### src/pcb_defs.vh
// constants for the pll clock buffer control block
// assumes a single 10 MHz system clock and three-level straps pre-coded
`ifndef PCB_DEFS_VH
`define PCB_DEFS_VH
// three-level strap codes (two bits per strap)
`define PCB_LVL_LOW       2'h0
`define PCB_LVL_MID       2'h1
`define PCB_LVL_HIGH      2'h2
// clock period in ns and lock timing
`define PCB_CLK_PERIOD_NS 100
`define PCB_LOCK_TIME_NS  1000
`define PCB_LOCK_CYCLES   ((`PCB_LOCK_TIME_NS + `PCB_CLK_PERIOD_NS - 1) / `PCB_CLK_PERIOD_NS)
`define PCB_LOCK_CNT_W    4
// phase offsets in time units, signed 5 bits
`define PCB_PH_W          5
// divider width
`define PCB_DIV_W         4
// bank3 invert mode outputs
`define PCB_INV_PAIR      4'ha
`define PCB_INV_ALL       4'hf
`define PCB_INV_NONE      4'h0
`endif

### src/pcb_bank.v
// one output bank: divider ratio, phase offset and disable state with
// clock-low gated entry and exit; expects decoded strap codes
`timescale 1ns/1ps
`include "pcb_defs.vh"
module pcb_bank #(
	parameter NOUT  = 4,
	parameter WIDEPH = 1
) (
	input  wire                   clk_in,
	input  wire                   srst_in,
	input  wire                   ce_in,
	input  wire [1:0]             ds1_in,
	input  wire [1:0]             ds0_in,
	input  wire [1:0]             f1_in,
	input  wire [1:0]             f0_in,
	input  wire                   dis_in,
	input  wire                   clk_lvl_in,
	output reg  [`PCB_DIV_W-1:0]  div_out,
	output reg  [`PCB_PH_W-1:0]   phase_out,
	output reg                    dis_out
);
	// ******************************
	// strap decode
	// ******************************
	function [`PCB_DIV_W-1:0] div_dec;
		input [1:0] s1;
		input [1:0] s0;
		reg   [3:0] idx;
		begin
			idx = {2'h0, s1} * 4'h3 + {2'h0, s0};
			case (idx)
				4'h0: div_dec = 4'h1;
				4'h1: div_dec = 4'h2;
				4'h2: div_dec = 4'h3;
				4'h3: div_dec = 4'h4;
				4'h4: div_dec = 4'h5;
				4'h5: div_dec = 4'h6;
				4'h6: div_dec = 4'h8;
				4'h7: div_dec = 4'ha;
				default: div_dec = 4'hc;
			endcase
		end
	endfunction
	function [`PCB_PH_W-1:0] ph_dec;
		input [1:0] s1;
		input [1:0] s0;
		input       wide;
		reg   [4:0] v;
		begin
			v = 5'h0;
			case ({s1, s0})
				4'h0: v = wide ? 5'h18 : 5'h1c;
				4'h1: v = wide ? 5'h19 : 5'h1d;
				4'h2: v = wide ? 5'h1a : 5'h1e;
				4'h4: v = wide ? 5'h1c : 5'h1f;
				4'h5: v = 5'h00;
				4'h6: v = wide ? 5'h04 : 5'h01;
				4'h8: v = wide ? 5'h06 : 5'h02;
				4'h9: v = wide ? 5'h07 : 5'h03;
				4'ha: v = wide ? 5'h08 : 5'h04;
				default: v = 5'h00;
			endcase
			ph_dec = v;
		end
	endfunction
	// ******************************
	// registers
	// ******************************
	always @(posedge clk_in) begin
		if (srst_in) begin
			div_out   <= 4'h1;
			phase_out <= 5'h0;
			dis_out   <= 1'b0;
		end else if (ce_in) begin
			div_out   <= div_dec(ds1_in, ds0_in);  // [RL11] [RL12]
			phase_out <= ph_dec(f1_in, f0_in, WIDEPH != 0);  // [RL11] [RL12]
			if (!clk_lvl_in)
				dis_out <= dis_in;  // [RL17] [RL6] [RL7]
		end
	end
endmodule

### src/pcb_top.v
// control logic of a multi-output pll clock buffer
// assumes straps are pre-coded as low/mid/high; pins are synchronised here
// Operation
// [RL1] feedback select low picks pair a
// [RL2] reference select low picks pair a
// [RL3] open two-level inputs read low
// [RL4] pll aligns feedback rising edges to reference
// [RL5] three-level straps decode low mid high
// [RL6] feedback disable drives feedback outputs disabled
// [RL7] each bank disable forces its bank
// [RL8] bank3 invert: pair, all, or none
// [RL9] lock flag high only while locked
// [RL10] mode strap: hi-z, hold low, test
// [RL11] per-bank divider and phase selects
// [RL12] feedback bank divider and three phases
// [RL13] board straps range to match frequency
// [RL14] board closes feedback loop externally
// [RL15] reference switch keeps period not short
// [RL16] four clock banks plus feedback bank
// [RL17] disable changes only at clock low
// [RL18] reference change clears lock until regained
`timescale 1ns/1ps
`include "pcb_defs.vh"
module pcb_top (
	input  wire         clk_in,
	input  wire         srst_in,
	input  wire         ce_in,
	input  wire         feedback_input_select_in,
	input  wire         reference_input_select_in,
	input  wire         reference_pair_a_in,
	input  wire         reference_pair_b_in,
	input  wire         feedback_pair_a_in,
	input  wire         feedback_pair_b_in,
	input  wire         pll_phase_ok_in,
	input  wire         out_clk_level_in,
	input  wire [1:0]   frequency_range_select_in,
	input  wire [1:0]   disabled_state_mode_in,
	input  wire [1:0]   bank3_invert_mode_in,
	input  wire [15:0]  bank_divider_select_in,
	input  wire [15:0]  bank_phase_select_in,
	input  wire [3:0]   feedback_divider_select_in,
	input  wire [1:0]   feedback_phase_select_in,
	input  wire         feedback_bank_disable_in,
	input  wire [3:0]   bank_output_disable_in,
	output reg          reference_out,
	output reg          feedback_out,
	output reg  [1:0]   frequency_range_out,
	output reg  [15:0]  bank_div_out,
	output reg  [19:0]  bank_phase_out,
	output reg  [3:0]   feedback_div_out,
	output reg  [4:0]   feedback_phase_out,
	output reg  [3:0]   bank3_invert_out,
	output reg  [4:0]   bank_out_en_n_out,
	output reg  [4:0]   bank_hold_low_out,
	output reg          factory_test_out,
	output reg          pll_acquired_flag_out
);
	// ******************************
	// synchronisers
	// ******************************
	reg  [5:0]  sync1_q;
	reg  [5:0]  sync2_q;
	wire [5:0]  pins;
	assign pins = {bank_output_disable_in, feedback_bank_disable_in, out_clk_level_in};
	reg  [1:0]  sel1_q;
	reg  [1:0]  sel2_q;
	reg         ok1_q;
	reg         ok2_q;
	// pair inputs are pins as well, so they take the same two stages
	wire [3:0]  pairs;
	assign pairs = {reference_pair_b_in, reference_pair_a_in,
		feedback_pair_b_in, feedback_pair_a_in};
	reg  [3:0]  pair1_q;
	reg  [3:0]  pair2_q;
	reg         ref_sel_prev_q;
	reg  [`PCB_LOCK_CNT_W-1:0] lock_cnt_q;
	wire [4:0]  dis_cmd;
	wire [4:0]  dis_now;
	wire [19:0] div_all;
	wire [24:0] ph_all;
	// open inputs arrive low via pull-down, so low is the idle value [RL3]
	always @(posedge clk_in) begin
		if (srst_in) begin
			sync1_q <= 6'h00;
			sync2_q <= 6'h00;
			sel1_q  <= 2'h0;
			sel2_q  <= 2'h0;
			ok1_q   <= 1'b0;
			ok2_q   <= 1'b0;
			pair1_q <= 4'h0;
			pair2_q <= 4'h0;
		end else if (ce_in) begin
			sync1_q <= pins;
			sync2_q <= sync1_q;
			sel1_q  <= {reference_input_select_in, feedback_input_select_in};
			sel2_q  <= sel1_q;
			ok1_q   <= pll_phase_ok_in;
			ok2_q   <= ok1_q;
			pair1_q <= pairs;
			pair2_q <= pair1_q;
		end
	end
	// bit 4 feedback bank, bits 3:0 clock banks
	assign dis_cmd = {sync2_q[1], sync2_q[5:2]};
	// ******************************
	// output banks
	// ******************************
	genvar g;
	generate
		for (g = 0; g < 5; g = g + 1) begin : bk
			wire [1:0] ds1;
			wire [1:0] ds0;
			wire [1:0] f1;
			wire [1:0] f0;
			if (g < 4) begin : clk_bank
				assign ds1 = bank_divider_select_in[4*g+3:4*g+2];
				assign ds0 = bank_divider_select_in[4*g+1:4*g];
				assign f1  = bank_phase_select_in[4*g+3:4*g+2];
				assign f0  = bank_phase_select_in[4*g+1:4*g];
			end else begin : fb_bank
				// feedback bank phase: only low/mid/high on one strap, mapped to end or centre
				assign ds1 = feedback_divider_select_in[3:2];
				assign ds0 = feedback_divider_select_in[1:0];
				assign f1  = feedback_phase_select_in;
				assign f0  = feedback_phase_select_in;
			end
			pcb_bank #(
				.NOUT   (g < 4 ? 4 : 2),
				.WIDEPH (g == 2 || g == 3 ? 1 : 0)
			) u_bank (
				.clk_in     (clk_in),
				.srst_in    (srst_in),
				.ce_in      (ce_in),
				.ds1_in     (ds1),
				.ds0_in     (ds0),
				.f1_in      (f1),
				.f0_in      (f0),
				.dis_in     (dis_cmd[g]),
				.clk_lvl_in (sync2_q[0]),
				.div_out    (div_all[4*g+3:4*g]),
				.phase_out  (ph_all[5*g+4:5*g]),
				.dis_out    (dis_now[g])
			);  // [RL16] [RL7] [RL6]
		end
	endgenerate
	// ******************************
	// pair selection
	// ******************************
	function pick_pair;
		input sel;
		input pair_a;
		input pair_b;
		begin
			pick_pair = sel ? pair_b : pair_a;
		end
	endfunction
	// ******************************
	// routing
	// ******************************
	always @(posedge clk_in) begin
		if (srst_in) begin
			reference_out       <= 1'b0;
			feedback_out        <= 1'b0;
			frequency_range_out <= `PCB_LVL_LOW;
			bank_div_out        <= 16'h1111;
			bank_phase_out      <= 20'h00000;
			feedback_div_out    <= 4'h1;
			feedback_phase_out  <= 5'h00;
			bank3_invert_out    <= `PCB_INV_NONE;
		end else if (ce_in) begin
			reference_out <= pick_pair(sel2_q[1], pair2_q[2], pair2_q[3]);  // [RL2]
			feedback_out  <= pick_pair(sel2_q[0], pair2_q[0], pair2_q[1]);  // [RL1] [RL4]
			frequency_range_out <= frequency_range_select_in;  // [RL5] [RL13]
			// strap outputs follow one cycle after the bank registers
			bank_div_out       <= div_all[15:0];  // [RL11]
			bank_phase_out     <= ph_all[19:0];  // [RL11]
			feedback_div_out   <= div_all[19:16];  // [RL12]
			feedback_phase_out <= ph_all[24:20];  // [RL12]
			case (bank3_invert_mode_in)
				`PCB_LVL_LOW:  bank3_invert_out <= `PCB_INV_PAIR;  // [RL8]
				`PCB_LVL_HIGH: bank3_invert_out <= `PCB_INV_ALL;  // [RL8]
				default:       bank3_invert_out <= `PCB_INV_NONE;  // [RL8]
			endcase
		end
	end
	// ******************************
	// disabled state
	// ******************************
	always @(posedge clk_in) begin
		if (srst_in) begin
			bank_out_en_n_out <= 5'h00;
			bank_hold_low_out <= 5'h00;
			factory_test_out  <= 1'b0;
		end else if (ce_in) begin
			// hi-z for high mode, hold low otherwise [RL10]
			factory_test_out <= (disabled_state_mode_in == `PCB_LVL_MID);  // [RL10]
			if (disabled_state_mode_in == `PCB_LVL_HIGH) begin
				bank_out_en_n_out <= dis_now;  // [RL10]
				bank_hold_low_out <= 5'h00;
			end else begin
				bank_out_en_n_out <= 5'h00;
				bank_hold_low_out <= dis_now;  // [RL10]
			end
		end
	end
	// ******************************
	// lock indicator
	// ******************************
	always @(posedge clk_in) begin
		if (srst_in) begin
			pll_acquired_flag_out <= 1'b0;
			ref_sel_prev_q        <= 1'b0;
			lock_cnt_q            <= {`PCB_LOCK_CNT_W{1'b0}};
		end else if (ce_in) begin
			// drop on reference change, settle count after phase ok [RL15]
			// counter stops at the settle count; flag rises one cycle after
			ref_sel_prev_q <= sel2_q[1];
			if (ref_sel_prev_q != sel2_q[1] || !ok2_q) begin
				lock_cnt_q            <= {`PCB_LOCK_CNT_W{1'b0}};
				pll_acquired_flag_out <= 1'b0;  // [RL18] [RL9]
			end else if (lock_cnt_q != `PCB_LOCK_CYCLES) begin
				lock_cnt_q            <= lock_cnt_q + 1'b1;
				pll_acquired_flag_out <= 1'b0;
			end else begin
				pll_acquired_flag_out <= 1'b1;  // [RL9]
			end
		end
	end
endmodule

### config.mk
export PLATFORM = sky130hd
export DESIGN_NAME = pcb_top
export DESIGN_NICKNAME = d
export VERILOG_FILES = /design/src/pcb_bank.v /design/src/pcb_top.v
export VERILOG_INCLUDE_DIRS = /design/src /design/src/src
export SDC_FILE = /design/constraint.sdc
export NUM_CORES = 1
export LEC_CHECK = 0
export BUFFER_PORTS_ARGS = -buffer_cell sky130_fd_sc_hd__buf_2
export CORE_MARGIN = 3
export CORE_UTILIZATION = 40
export CTS_BUF_LIST = sky130_fd_sc_hd__clkbuf_4 sky130_fd_sc_hd__clkbuf_8
export CTS_CLUSTER_SIZE = 40
export DETAILED_ROUTE_END_ITERATION = 8
export PLACE_DENSITY_LB_ADDON = 0.12
export SLEW_MARGIN = 25
export SYNTH_ARGS = -nofsm -noshare
export SYNTH_HDL_FRONTEND = slang
export SYNTH_HIERARCHICAL = 1
export SYNTH_SLANG_ARGS = --single-unit
### constraint.sdc
create_clock -name clk_in -period 2.81 [get_ports clk_in]
set_input_delay 0.1405 -clock clk_in [delete_from_list [all_inputs] [get_ports clk_in]]
set_output_delay 0.1405 -clock clk_in [all_outputs]
set_load 0.05 [all_outputs]
======== Word level (Yosys, flattened, before mapping) ========
Memories as Yosys holds them, arrays and structs flattened. A register that Yosys moved wholly into a read port is not among the register bits.
Index checks and enable logic that the tools add are counted.
cells by class
  bitwise operators ....................... 1
  eq/ne operators ......................... 5
  multiply operators ...................... 5
  reductions and logical operators ........ 6
  add/subtract/negate cells ............... 6
  mux-type cells .......................... 14
operator list
  kind                                                                 number
  4-bit two-way mux                                                    7
  4-bit by 2-bit adder with 4-bit output                               5
  2-bit by 2-bit multiplier with 4-bit output (second input constant)  5
  5-bit two-way mux                                                    2
  4-bit one-hot mux with 2 select lines                                1
  4-bit by 1-bit adder with 4-bit output (second input constant)       1
  2-bit == test (second input constant)                                2
  1-bit two-way mux                                                    4
  4-bit != test (second input constant)                                1
  2-bit AND reduction                                                  2
  2-bit by 1-bit == test with 1-bit output (second input constant)     1
  2-bit logical NOT                                                    1
  2-bit nonzero test                                                   1
  1-bit logical NOT                                                    1
  1-bit logical OR                                                     1
  1-bit != test                                                        1
  1-bit inverter                                                       1
storage, ports and cells
  register bits ........................... 121
  logic and storage cells ................. 79
  input port bits ......................... 60
  memories kept ........................... 10
  output and inout bits ................... 65
  ROM bits ................................ 560
memories
  memory            depth  bits a word  read ports  clocked after Yosys merged registers in  wr ports  line           RTL
  (name not given)  16     5            1           1                                        0         pcb_bank.v:51  case ({s1, s0})
  (name not given)  16     5            1           1                                        0         pcb_bank.v:51
  (name not given)  16     5            1           1                                        0         pcb_bank.v:51
  (name not given)  16     5            1           1                                        0         pcb_bank.v:51
  (name not given)  16     5            1           1                                        0         pcb_bank.v:51
  (name not given)  8      4            1           0                                        0         pcb_bank.v:31  case (idx)
  +4 memories       -      -            -           -                                        -         -

======== Depth between registers and ports, before layout ========
Gate-level depths: netlist of the first run.
  word-level depth ........................ 4
  gate-level depth with buffers ........... 9
  depth with buffers taken out ............ 9

======== Hierarchy ========
Netlist of the first run, hierarchy kept.
by module, submodules not included
  module                       cells each  seq. area each (µm²)  area each (µm²)  instances
  pcb_top                      341         1881.8                3484.6           1
  pcb_bank (bk[2].u_bank ...)  63          200.2                 555.5            2
  pcb_bank (bk[1].u_bank ...)  61          180.2                 534.3            2
  pcb_bank (bk[0].u_bank)      60          180.2                 524.3            1

======== Worst setup path after synthesis of the first run ========
Ideal clock, no wire load.
  path type ............................... in2reg
  start ................................... input port bank_divider_select_in[11]
  end ..................................... register bk[2].u_bank.div_out[1]
  setup time .............................. 0.134 ns
  slack ................................... 0.733 ns
  stages on the path ...................... 9
  arrival ................................. 1.944 ns
  cells stage by stage .................... inv_1 -> fa_1 -> inv_1 -> ha_1 -> inv_1 -> fa_1 -> mux2_2 -> nand3_1 -> a21oi_1
on the way
  word-level cells in the longest chain between the ends .. 4
ends and longest elaborated chain
  what                                           line           RTL
  start: declaration                             pcb_top.v:39   input wire [15:0] bank_divider_select_in,
  2-bit by 2-bit multiplier with 4-bit output *  pcb_bank.v:30  idx = {2'h0, s1} * 4'h3 + {2'h0, s0};
  4-bit by 2-bit adder with 4-bit output *       pcb_bank.v:30
  memory 8 x 4 bit                               -
  4-bit two-way mux *                            pcb_bank.v:31
  end signal: assignment                         pcb_bank.v:75  div_out <= div_dec(ds1_in, ds0_in);
  end: declaration                               pcb_bank.v:18  output reg [`PCB_DIV_W-1:0] div_out,
Mark *: on every way between the ends. The rest lies on a longest branch, timed or not.
A chain may end at the register's enable or synchronous reset.

======== Worst setup path after layout of the first run ========
Same ends and word-level chain as after synthesis.

==> flow_results.xml, run 1 <==
<?xml version="1.0" encoding="UTF-8"?>
<metrics>
  <group name="sta">
    <metric name="post-route-period-util" unit="">0.661</metric>
    <metric name="final.setup.tns" unit="ns">0</metric>
    <metric name="report.final.setup_viol" unit="">0</metric>
    <metric name="maxSlewViolCount" unit="">0</metric>
    <metric name="max_slew_margin" unit="">0.471</metric>
    <metric name="worst_tran_pin_value" unit="ns">0.793</metric>
    <metric name="fin_worst_skew" unit="ns">0.00698</metric>
    <metric name="grt_setup_unrepaired" unit="">false</metric>
    <metric name="timing.final.ws_setup" unit="ns">0.952</metric>
    <metric name="finalHoldViolCount" unit="">0</metric>
    <metric name="final_critical_delay_including_setup_and_external_delays" unit="ns">1.86</metric>
    <metric name="achievable-frequency" unit="GHz">0.538</metric>
  </group>
  <group name="clock_network">
    <metric name="insertion_delay_of_the_later_clocked_pin_in_the_worst_skew_pair" unit="ns">0.43</metric>
    <metric name="clock_tree_from_tritoncts" unit="">yes</metric>
    <metric name="cts.clk_slew.worst_paths" unit="ns">0.07</metric>
    <metric name="cts_htree_levels" unit="">4</metric>
    <metric name="cts_post_setup_buffers_inserted" unit="">0</metric>
    <metric name="clk_path_buf_depth" unit="">2</metric>
    <metric name="tritoncts.num_buffers" unit="">17</metric>
    <metric name="cts.root.buffer_cell" unit="">sky130_fd_sc_hd__clkbuf_8</metric>
    <metric name="cts.sink_count" unit="">141</metric>
  </group>
  <group name="synth">
    <metric name="yosysSeqAreaShare" unit="">0.456</metric>
    <metric name="ys.warnings.count" unit="">6</metric>
    <metric name="synth_area_per_cell" unit="µm²">9.54</metric>
    <metric name="postSynthRegisterBits" unit="">141</metric>
    <metric name="netlist_area" unit="mm²">0.00619</metric>
    <metric name="synth_area_leaders" unit="">sky130_fd_sc_hd__dfxtp_1, sky130_fd_sc_hd__mux2i_1, sky130_fd_sc_hd__nor2_1</metric>
    <metric name="async_flop_share" unit="">0</metric>
    <metric name="syn-num-nets" unit="">741</metric>
    <metric name="synthTopCellsByCount" unit="">sky130_fd_sc_hd__dfxtp_1, sky130_fd_sc_hd__nor2_1, sky130_fd_sc_hd__mux2i_1, sky130_fd_sc_hd__a21oi_1, sky130_fd_sc_hd__nand2_1</metric>
    <metric name="yosysTopAreaCell" unit="">sky130_fd_sc_hd__dfxtp_1</metric>
    <metric name="postSynthCellCount" unit="">649</metric>
    <metric name="synthMostInstantiatedCell" unit="">sky130_fd_sc_hd__dfxtp_1</metric>
    <metric name="dominantRegCellSynth" unit="">sky130_fd_sc_hd__dfxtp_1</metric>
    <metric name="synth_largest_type_area_fraction" unit="">0.456</metric>
    <metric name="synth_enable_flop_cells" unit="">0</metric>
    <metric name="post_synth_num_cell_types" unit="">45</metric>
  </group>
  <group name="global_route">
    <metric name="gr-usage-all-layers" unit="">0.158</metric>
    <metric name="number_of_antenna_violations_at_the_first_check_in_global_routing" unit="">0</metric>
    <metric name="via_count_of_the_first_global_routing_pass" unit="">4703</metric>
    <metric name="maximum_number_of_pins_on_one_net_before_global_route_repair" unit="">76</metric>
    <metric name="grt_pass1_wl" unit="µm">21700</metric>
    <metric name="global_route.overflow_total" unit="">0</metric>
  </group>
  <group name="floorplan">
    <metric name="fp-row-count" unit="">44</metric>
    <metric name="io-pin-count" unit="">125</metric>
    <metric name="floorplan.die_area" unit="mm²">0.0170</metric>
    <metric name="initial_utilization" unit="">0.418</metric>
    <metric name="core" unit="mm²">0.0148</metric>
    <metric name="dieWidth" unit="µm">130</metric>
    <metric name="die_height" unit="µm">130</metric>
  </group>
  <group name="routing">
    <metric name="detail_route.first_pass.iterations" unit="">5</metric>
    <metric name="finalWirelength" unit="µm">13100</metric>
    <metric name="dr.first_iter.drc_count" unit="">227</metric>
    <metric name="detail_route.vias_per_cell" unit="">5.02</metric>
    <metric name="drtAntennaViolNets" unit="">0</metric>
    <metric name="num_vias" unit="">4937</metric>
    <metric name="routed_wire_length_per_instance" unit="µm">13.3</metric>
    <metric name="drc" unit="">0</metric>
  </group>
  <group name="flow_run">
    <metric name="drv_cap" unit="">0</metric>
  </group>
  <group name="layout">
    <metric name="post-route-cell-area" unit="mm²">0.00765</metric>
    <metric name="finish.cell_count_without_fillers" unit="">984</metric>
    <metric name="layout.nets" unit="">879</metric>
    <metric name="areaGrowthSynthToFinish" unit="%">23.7</metric>
    <metric name="layout-drive-gt1-share" unit="">0.231</metric>
    <metric name="finish.utilization" unit="">0.517</metric>
    <metric name="num_antenna_cells" unit="">0</metric>
  </group>
  <group name="min_path">
    <metric name="timing.hold.worst.class" unit="">input pin to flop</metric>
  </group>
  <group name="pwr">
    <metric name="leakagePower" unit="nW">3.50</metric>
    <metric name="power_per_cell_area" unit="mW/mm²">633</metric>
    <metric name="ir_worst_vdd" unit="mV">0.316</metric>
  </group>
  <group name="critical_path">
    <metric name="worst-path-max-fanout" unit="">3</metric>
    <metric name="critical-path-top-cell-by-count" unit="">sky130_fd_sc_hd__inv_1</metric>
    <metric name="cpPeakStageDelay" unit="ns">0.60</metric>
    <metric name="critical_path_launch_point_type" unit="">input pin</metric>
    <metric name="worstSetupPathType" unit="">input pin to flop</metric>
    <metric name="critical_path_required" unit="ns">3.09</metric>
    <metric name="cp_cell_sequence" unit="">buf_2 &gt; inv_1 &gt; fa_1 &gt; inv_1 &gt; ha_1 &gt; inv_1 &gt; fa_1 &gt; mux2_2 &gt; nand3_1 &gt; a21oi_1</metric>
    <metric name="timing.critical_path.arrival" unit="ns">2.14</metric>
    <metric name="end_kind" unit="">flop</metric>
    <metric name="slowest_stage" unit="">sky130_fd_sc_hd__fa_1</metric>
  </group>
  <group name="place">
    <metric name="io_buffer_count" unit="">124</metric>
    <metric name="placer_congestion" unit="">0.787</metric>
    <metric name="detail_placement_hpwl" unit="µm">8950</metric>
    <metric name="pre_cts_ws" unit="ns">0.495</metric>
    <metric name="cell_area_placed" unit="mm²">0.00690</metric>
    <metric name="place_inst" unit="">925</metric>
  </group>
  <group name="outcome">
    <metric name="outcome" unit="">completed</metric>
  </group>
</metrics>
-- critical path, delay by kind of cell --
family                     cells  cell delay (ns)
AOI/OAI and AO/OA              1             0.06
adders and majority gates      3             1.18
buffers and inverters          4             0.35
muxes                          1             0.34
and+or+nand+nor                1             0.08
-- path summary, 6_finish.rpt --
| path | from | to | slack, ns | cells past startpoint |
|---|---|---|---|---|
| worst min-delay path | bank_phase_select_in[0] | bk[0].u_bank/phase_out[2]$_SDFFE_PP0P_ | 0.05 | 3 |
| worst max-delay path | bank_divider_select_in[11] | bk[2].u_bank/div_out[1]$_SDFFE_PP0P_ | 0.95 | 10 |
| worst min register to register | bank_hold_low_out[2]$_SDFFE_PP0P_ | bank_hold_low_out[2]$_SDFFE_PP0P_ | 0.46 | 2 |
| worst max register to register | lock_cnt_q[0]$_SDFFE_PP0P_ | lock_cnt_q[1]$_SDFFE_PP0P_ | 1.43 | 5 |
-- registers in the layout, indices dropped and copies added (netlist names), 5 cells and up --
signal and cells:
bk.u_bank/phase_out 22, bank_phase_out 20, bk.u_bank/div_out 20, bank_div_out 16, sync1_q 6, sync2_q 6
bank_hold_low_out 5, bank_out_en_n_out 5, bk.u_bank/dis_out 5, feedback_phase_out 5
-- layer usage --
metal	vias to the layer above	GRT usage	routed length (µm)
li1	2519	-	-
met1	2296	0.201	6150
met2	101	0.254	6020
met3	21	0.0451	646
met4	0	0.0647	253
met5	-	0	0
-- where the power goes --
group | switching, mW | internal [mW]
Sequential | 0.0560 | 2.10
Combinational | 0.447 | 0.296
Clock | 0.745 | 1.20
-- cell families after synthesis --
group	count (synthesis)	synth area share
AO/OA/AOI/OAI	99	0.109
XOR/XNOR	4	0.00688
adder cells (fa/ha/maj)	32	0.0768
buffers and inverters	73	0.0560
flip-flops	141	0.456
multiplexers	85	0.138
AND/OR/NAND/NOR	215	0.157
-- cell usage in the layout (no fill, tap or decap), types with 5 or more instances in the layout --
cell and n:
sky130_fd_sc_hd__dfxtp_1 141, sky130_fd_sc_hd__buf_2 122, sky130_fd_sc_hd__nor2_1 115, sky130_fd_sc_hd__mux2i_1 80, sky130_fd_sc_hd__a21oi_1 41, sky130_fd_sc_hd__nand2_1 34, sky130_fd_sc_hd__inv_1 32, sky130_fd_sc_hd__dlygate4sd3_1 27
sky130_fd_sc_hd__ha_1 22, sky130_fd_sc_hd__clkbuf_8 19, sky130_fd_sc_hd__nand3_1 17, sky130_fd_sc_hd__o21ai_0 16, sky130_fd_sc_hd__nor3_1 15, sky130_fd_sc_hd__a311oi_1 10, sky130_fd_sc_hd__fa_1 10, sky130_fd_sc_hd__a211oi_1 9
sky130_fd_sc_hd__nand3b_1 7, sky130_fd_sc_hd__nand2b_1 6, sky130_fd_sc_hd__bufinv_16 6, sky130_fd_sc_hd__nor2b_1 5, sky130_fd_sc_hd__mux2_2 5, sky130_fd_sc_hd__o31ai_1 5
-- final cells by class --
type                    instances  area [µm²]
flip-flops and latches        141        2820
clock inverters                12         215
repair buffers                156         962
multi-input cells             435        3020
fillers                      1400        7160
well taps                     184         230
inverters                      36         135
clock buffers                  20         269
-- metrics by stage --
step / power, mW / hold WS, ns
floorplan: 2.74 / 0.240
global placement: 2.90 / 0.334
detailed placement: 2.92 / 0.349
CTS: 4.91 / 0.00292
global route: 5.09 / 0.0297
finish: 4.84 / 0.0508
-- timing repair --
action                                 4_1_cts  5_1_grt
gates resized for setup                      0        0
hold buffers                                27        0
endpoints found under the hold margin       28        0
No activity file was read; power rests on OpenSTA's default activity.
==> inputs of run 2 (changes only) <==
- clock period: 2.81 -> 1.7 ns (I/O delays scaled with it)
==> run 2 against run 1 <==
The flow now finishes with violations (setup timing). Die area did not move. Clock power is 40% higher. Setup slack got worse by 0.96 ns. First-iteration DRC count decreased by 1.8%. Critical path depth unchanged. Highest routed layer unchanged.
==> flow_results.xml, run 2 (synthesis results as in run 1) <==
<?xml version="1.0" encoding="UTF-8"?>
<metrics>
  <group name="outcome">
    <metric name="outcome" unit="">finished with violations</metric>
    <metric name="violations" unit="">setup timing</metric>
  </group>
  <group name="critical_path">
    <metric name="cp-startpoint" unit="">bank_divider_select_in[13]</metric>
    <metric name="worst-path-max-fanout" unit="">3</metric>
    <metric name="critical_path.reg2reg.startpoint" unit="">lock_cnt_q[0]$_SDFFE_PP0P_</metric>
    <metric name="end_kind" unit="">flop</metric>
    <metric name="slowest_stage" unit="">sky130_fd_sc_hd__fa_2</metric>
    <metric name="worstSetupPathType" unit="">input pin to flop</metric>
    <metric name="timing.critical_path.buf_inv" unit="">4</metric>
    <metric name="critical_path_launch_point_type" unit="">input pin</metric>
    <metric name="timing.critical_path.arrival" unit="ns">2.02</metric>
    <metric name="cpPeakStageDelay" unit="ns">0.60</metric>
    <metric name="critical_path_required" unit="ns">2.02</metric>
    <metric name="critical-path-top-cell-by-count" unit="">sky130_fd_sc_hd__inv_2</metric>
    <metric name="critical_path.top_delay_family" unit="">adder cells</metric>
    <metric name="cp_cell_sequence" unit="">buf_4 &gt; inv_8 &gt; fa_1 &gt; inv_2 &gt; ha_2 &gt; inv_2 &gt; fa_2 &gt; mux2_4 &gt; nand3_2 &gt; a21oi_1</metric>
  </group>
  <group name="floorplan">
    <metric name="io-pin-count" unit="">125</metric>
    <metric name="floorplan.die_area" unit="mm²">0.0170</metric>
    <metric name="die_height" unit="µm">130</metric>
    <metric name="initial_utilization" unit="">0.418</metric>
    <metric name="core" unit="mm²">0.0148</metric>
    <metric name="dieWidth" unit="µm">130</metric>
    <metric name="fp-row-count" unit="">44</metric>
  </group>
  <group name="clock_network">
    <metric name="cts_htree_levels" unit="">4</metric>
    <metric name="clk_path_buf_depth" unit="">2</metric>
    <metric name="cts.sink_count" unit="">141</metric>
    <metric name="cts.root.buffer_cell" unit="">sky130_fd_sc_hd__clkbuf_8</metric>
    <metric name="tritoncts.num_buffers" unit="">17</metric>
    <metric name="clock_tree_from_tritoncts" unit="">yes</metric>
    <metric name="insertion_delay_of_the_later_clocked_pin_in_the_worst_skew_pair" unit="ns">0.43</metric>
    <metric name="cts.clk_slew.worst_paths" unit="ns">0.07</metric>
  </group>
  <group name="layout">
    <metric name="regMostFlops" unit="">bk.u_bank/phase_out</metric>
    <metric name="layout.nets" unit="">910</metric>
    <metric name="multi_input_comb_area" unit="mm²">0.00312</metric>
    <metric name="areaGrowthSynthToFinish" unit="%">29.5</metric>
    <metric name="layout-drive-gt1-share" unit="">0.296</metric>
    <metric name="largest_register_ffs" unit="">22</metric>
    <metric name="num_antenna_cells" unit="">0</metric>
    <metric name="post-route-cell-area" unit="mm²">0.00801</metric>
    <metric name="registers_with_the_most_flip_flops" unit="">bk.u_bank/phase_out (22), bank_phase_out (20), bk.u_bank/div_out (20)</metric>
    <metric name="layout.cells.most_common" unit="">sky130_fd_sc_hd__dfxtp_1</metric>
    <metric name="final-seq-area" unit="mm²">0.00282</metric>
    <metric name="final_cell_mix" unit="">sky130_fd_sc_hd__dfxtp_1, sky130_fd_sc_hd__buf_2, sky130_fd_sc_hd__nor2_1</metric>
    <metric name="final.fill_count" unit="">1356</metric>
  </group>
  <group name="min_path">
    <metric name="timing.hold.worst.class" unit="">input pin to flop</metric>
    <metric name="holdCritStartpoint" unit="">bank_divider_select_in[0]</metric>
  </group>
  <group name="routing">
    <metric name="routed_wire_length_per_instance" unit="µm">13.7</metric>
    <metric name="drtAntennaViolNets" unit="">0</metric>
    <metric name="num_vias" unit="">5028</metric>
    <metric name="drc" unit="">0</metric>
    <metric name="detail_route.first_pass.iterations" unit="">5</metric>
    <metric name="dr.first_iter.drc_count" unit="">223</metric>
    <metric name="finalWirelength" unit="µm">13900</metric>
    <metric name="detail_route.vias_per_cell" unit="">4.95</metric>
  </group>
  <group name="place">
    <metric name="io_buffer_count" unit="">124</metric>
    <metric name="detail_placement_hpwl" unit="µm">9700</metric>
    <metric name="cell_area_placed" unit="mm²">0.00720</metric>
    <metric name="placer_congestion" unit="">0.823</metric>
    <metric name="pre_cts_ws" unit="ns">-0.527</metric>
  </group>
  <group name="sta">
    <metric name="achievable-frequency" unit="GHz">0.587</metric>
    <metric name="worst_tran_pin_value" unit="ns">0.491</metric>
    <metric name="max_slew_margin" unit="">0.672</metric>
    <metric name="maxSlewViolCount" unit="">0</metric>
    <metric name="finalHoldViolCount" unit="">0</metric>
    <metric name="report.final.setup_viol" unit="">1</metric>
    <metric name="post-route-period-util" unit="">1.00</metric>
    <metric name="timing.final.ws_setup" unit="ns">-0.00387</metric>
    <metric name="final_critical_delay_including_setup_and_external_delays" unit="ns">1.70</metric>
    <metric name="fin_worst_skew" unit="ns">0.00534</metric>
  </group>
  <group name="pwr">
    <metric name="leakagePower" unit="nW">3.65</metric>
    <metric name="ir_worst_vdd" unit="mV">0.506</metric>
    <metric name="power_per_cell_area" unit="mW/mm²">963</metric>
  </group>
  <group name="global_route">
    <metric name="via_count_of_the_first_global_routing_pass" unit="">4839</metric>
    <metric name="maximum_number_of_pins_on_one_net_before_global_route_repair" unit="">58</metric>
    <metric name="grt_pass1_wl" unit="µm">22700</metric>
    <metric name="number_of_antenna_violations_at_the_first_check_in_global_routing" unit="">0</metric>
    <metric name="global_route.overflow_total" unit="">0</metric>
    <metric name="gr-usage-all-layers" unit="">0.168</metric>
  </group>
  <group name="flow_run">
    <metric name="drv_cap" unit="">0</metric>
  </group>
</metrics>
## run 2: final cells by class
type                    count  share of cell area
multi-input cells         435               0.389
flip-flops and latches    141               0.352
repair buffers            187               0.158
clock buffers              25              0.0398
well taps                 184              0.0287
inverters                  36              0.0215
clock inverters             7              0.0106
## run 2: worst min-delay path, cell delays in order
cell and delay (ns):
sky130_fd_sc_hd__buf_2 0.08, sky130_fd_sc_hd__ha_1 0.18, sky130_fd_sc_hd__o31ai_1 0.09
## run 2: where the power goes
| group | internal (mW) | total [mW] | switching, mW | leakage (nW) |
|---|---|---|---|---|
| combinational | 0.635 | 1.44 | 0.806 | 2.28 |
| sequential | 3.47 | 3.57 | 0.0938 | 1.15 |
| clock | 1.51 | 2.71 | 1.19 | 0.217 |
| total | 5.62 | 7.72 | 2.09 | 3.65 |
## run 2: per-stage QoR
stage	util	hold WS [ns]	power, mW	setup TNS [ns]	cells
2_1_floorplan	-	0.184	4.58	-2.64	649
3_3_place_gp	0.486	0.280	4.93	-6.77	948
3_5_place_dp	0.486	0.290	4.98	-8.02	948
4_1_cts	0.538	0.00322	7.81	0	1014
5_1_grt	0.541	0.0218	8.13	-0.00325	1015
6_report	0.541	0.0438	7.72	-0.00387	1015
## run 2: worst paths after layout
kind                                                              to  slack, ns  depth (start not counted)
worst max-delay path            bk[3].u_bank/div_out[1]$_SDFFE_PP0P_     -0.004                         10
worst min-delay path            bk[0].u_bank/div_out[0]$_SDFFE_PP1P_       0.04                          3
worst max register to register            lock_cnt_q[1]$_SDFFE_PP0P_       0.27                          5
worst min register to register     bank_hold_low_out[0]$_SDFFE_PP0P_       0.46                          2
## run 2: repair_timing
item | 4_1_cts | 5_1_grt
endpoints found under the hold margin | 30 | 0
gates resized for setup | 4 | 17
endpoints found under the setup margin | 2 | 9
setup buffers | 0 | 2
pin swaps | 2 | 8
hold buffers | 34 | 0
cloned | 0 | 0
## run 2: metal layers
metal	global-route usage	share of wire	vias to the layer above
met5	0	0	-
li1	-	-	2566
met2	0.274	0.47	95
met4	0.0581	0.014	0
met1	0.211	0.47	2349
met3	0.0516	0.050	18
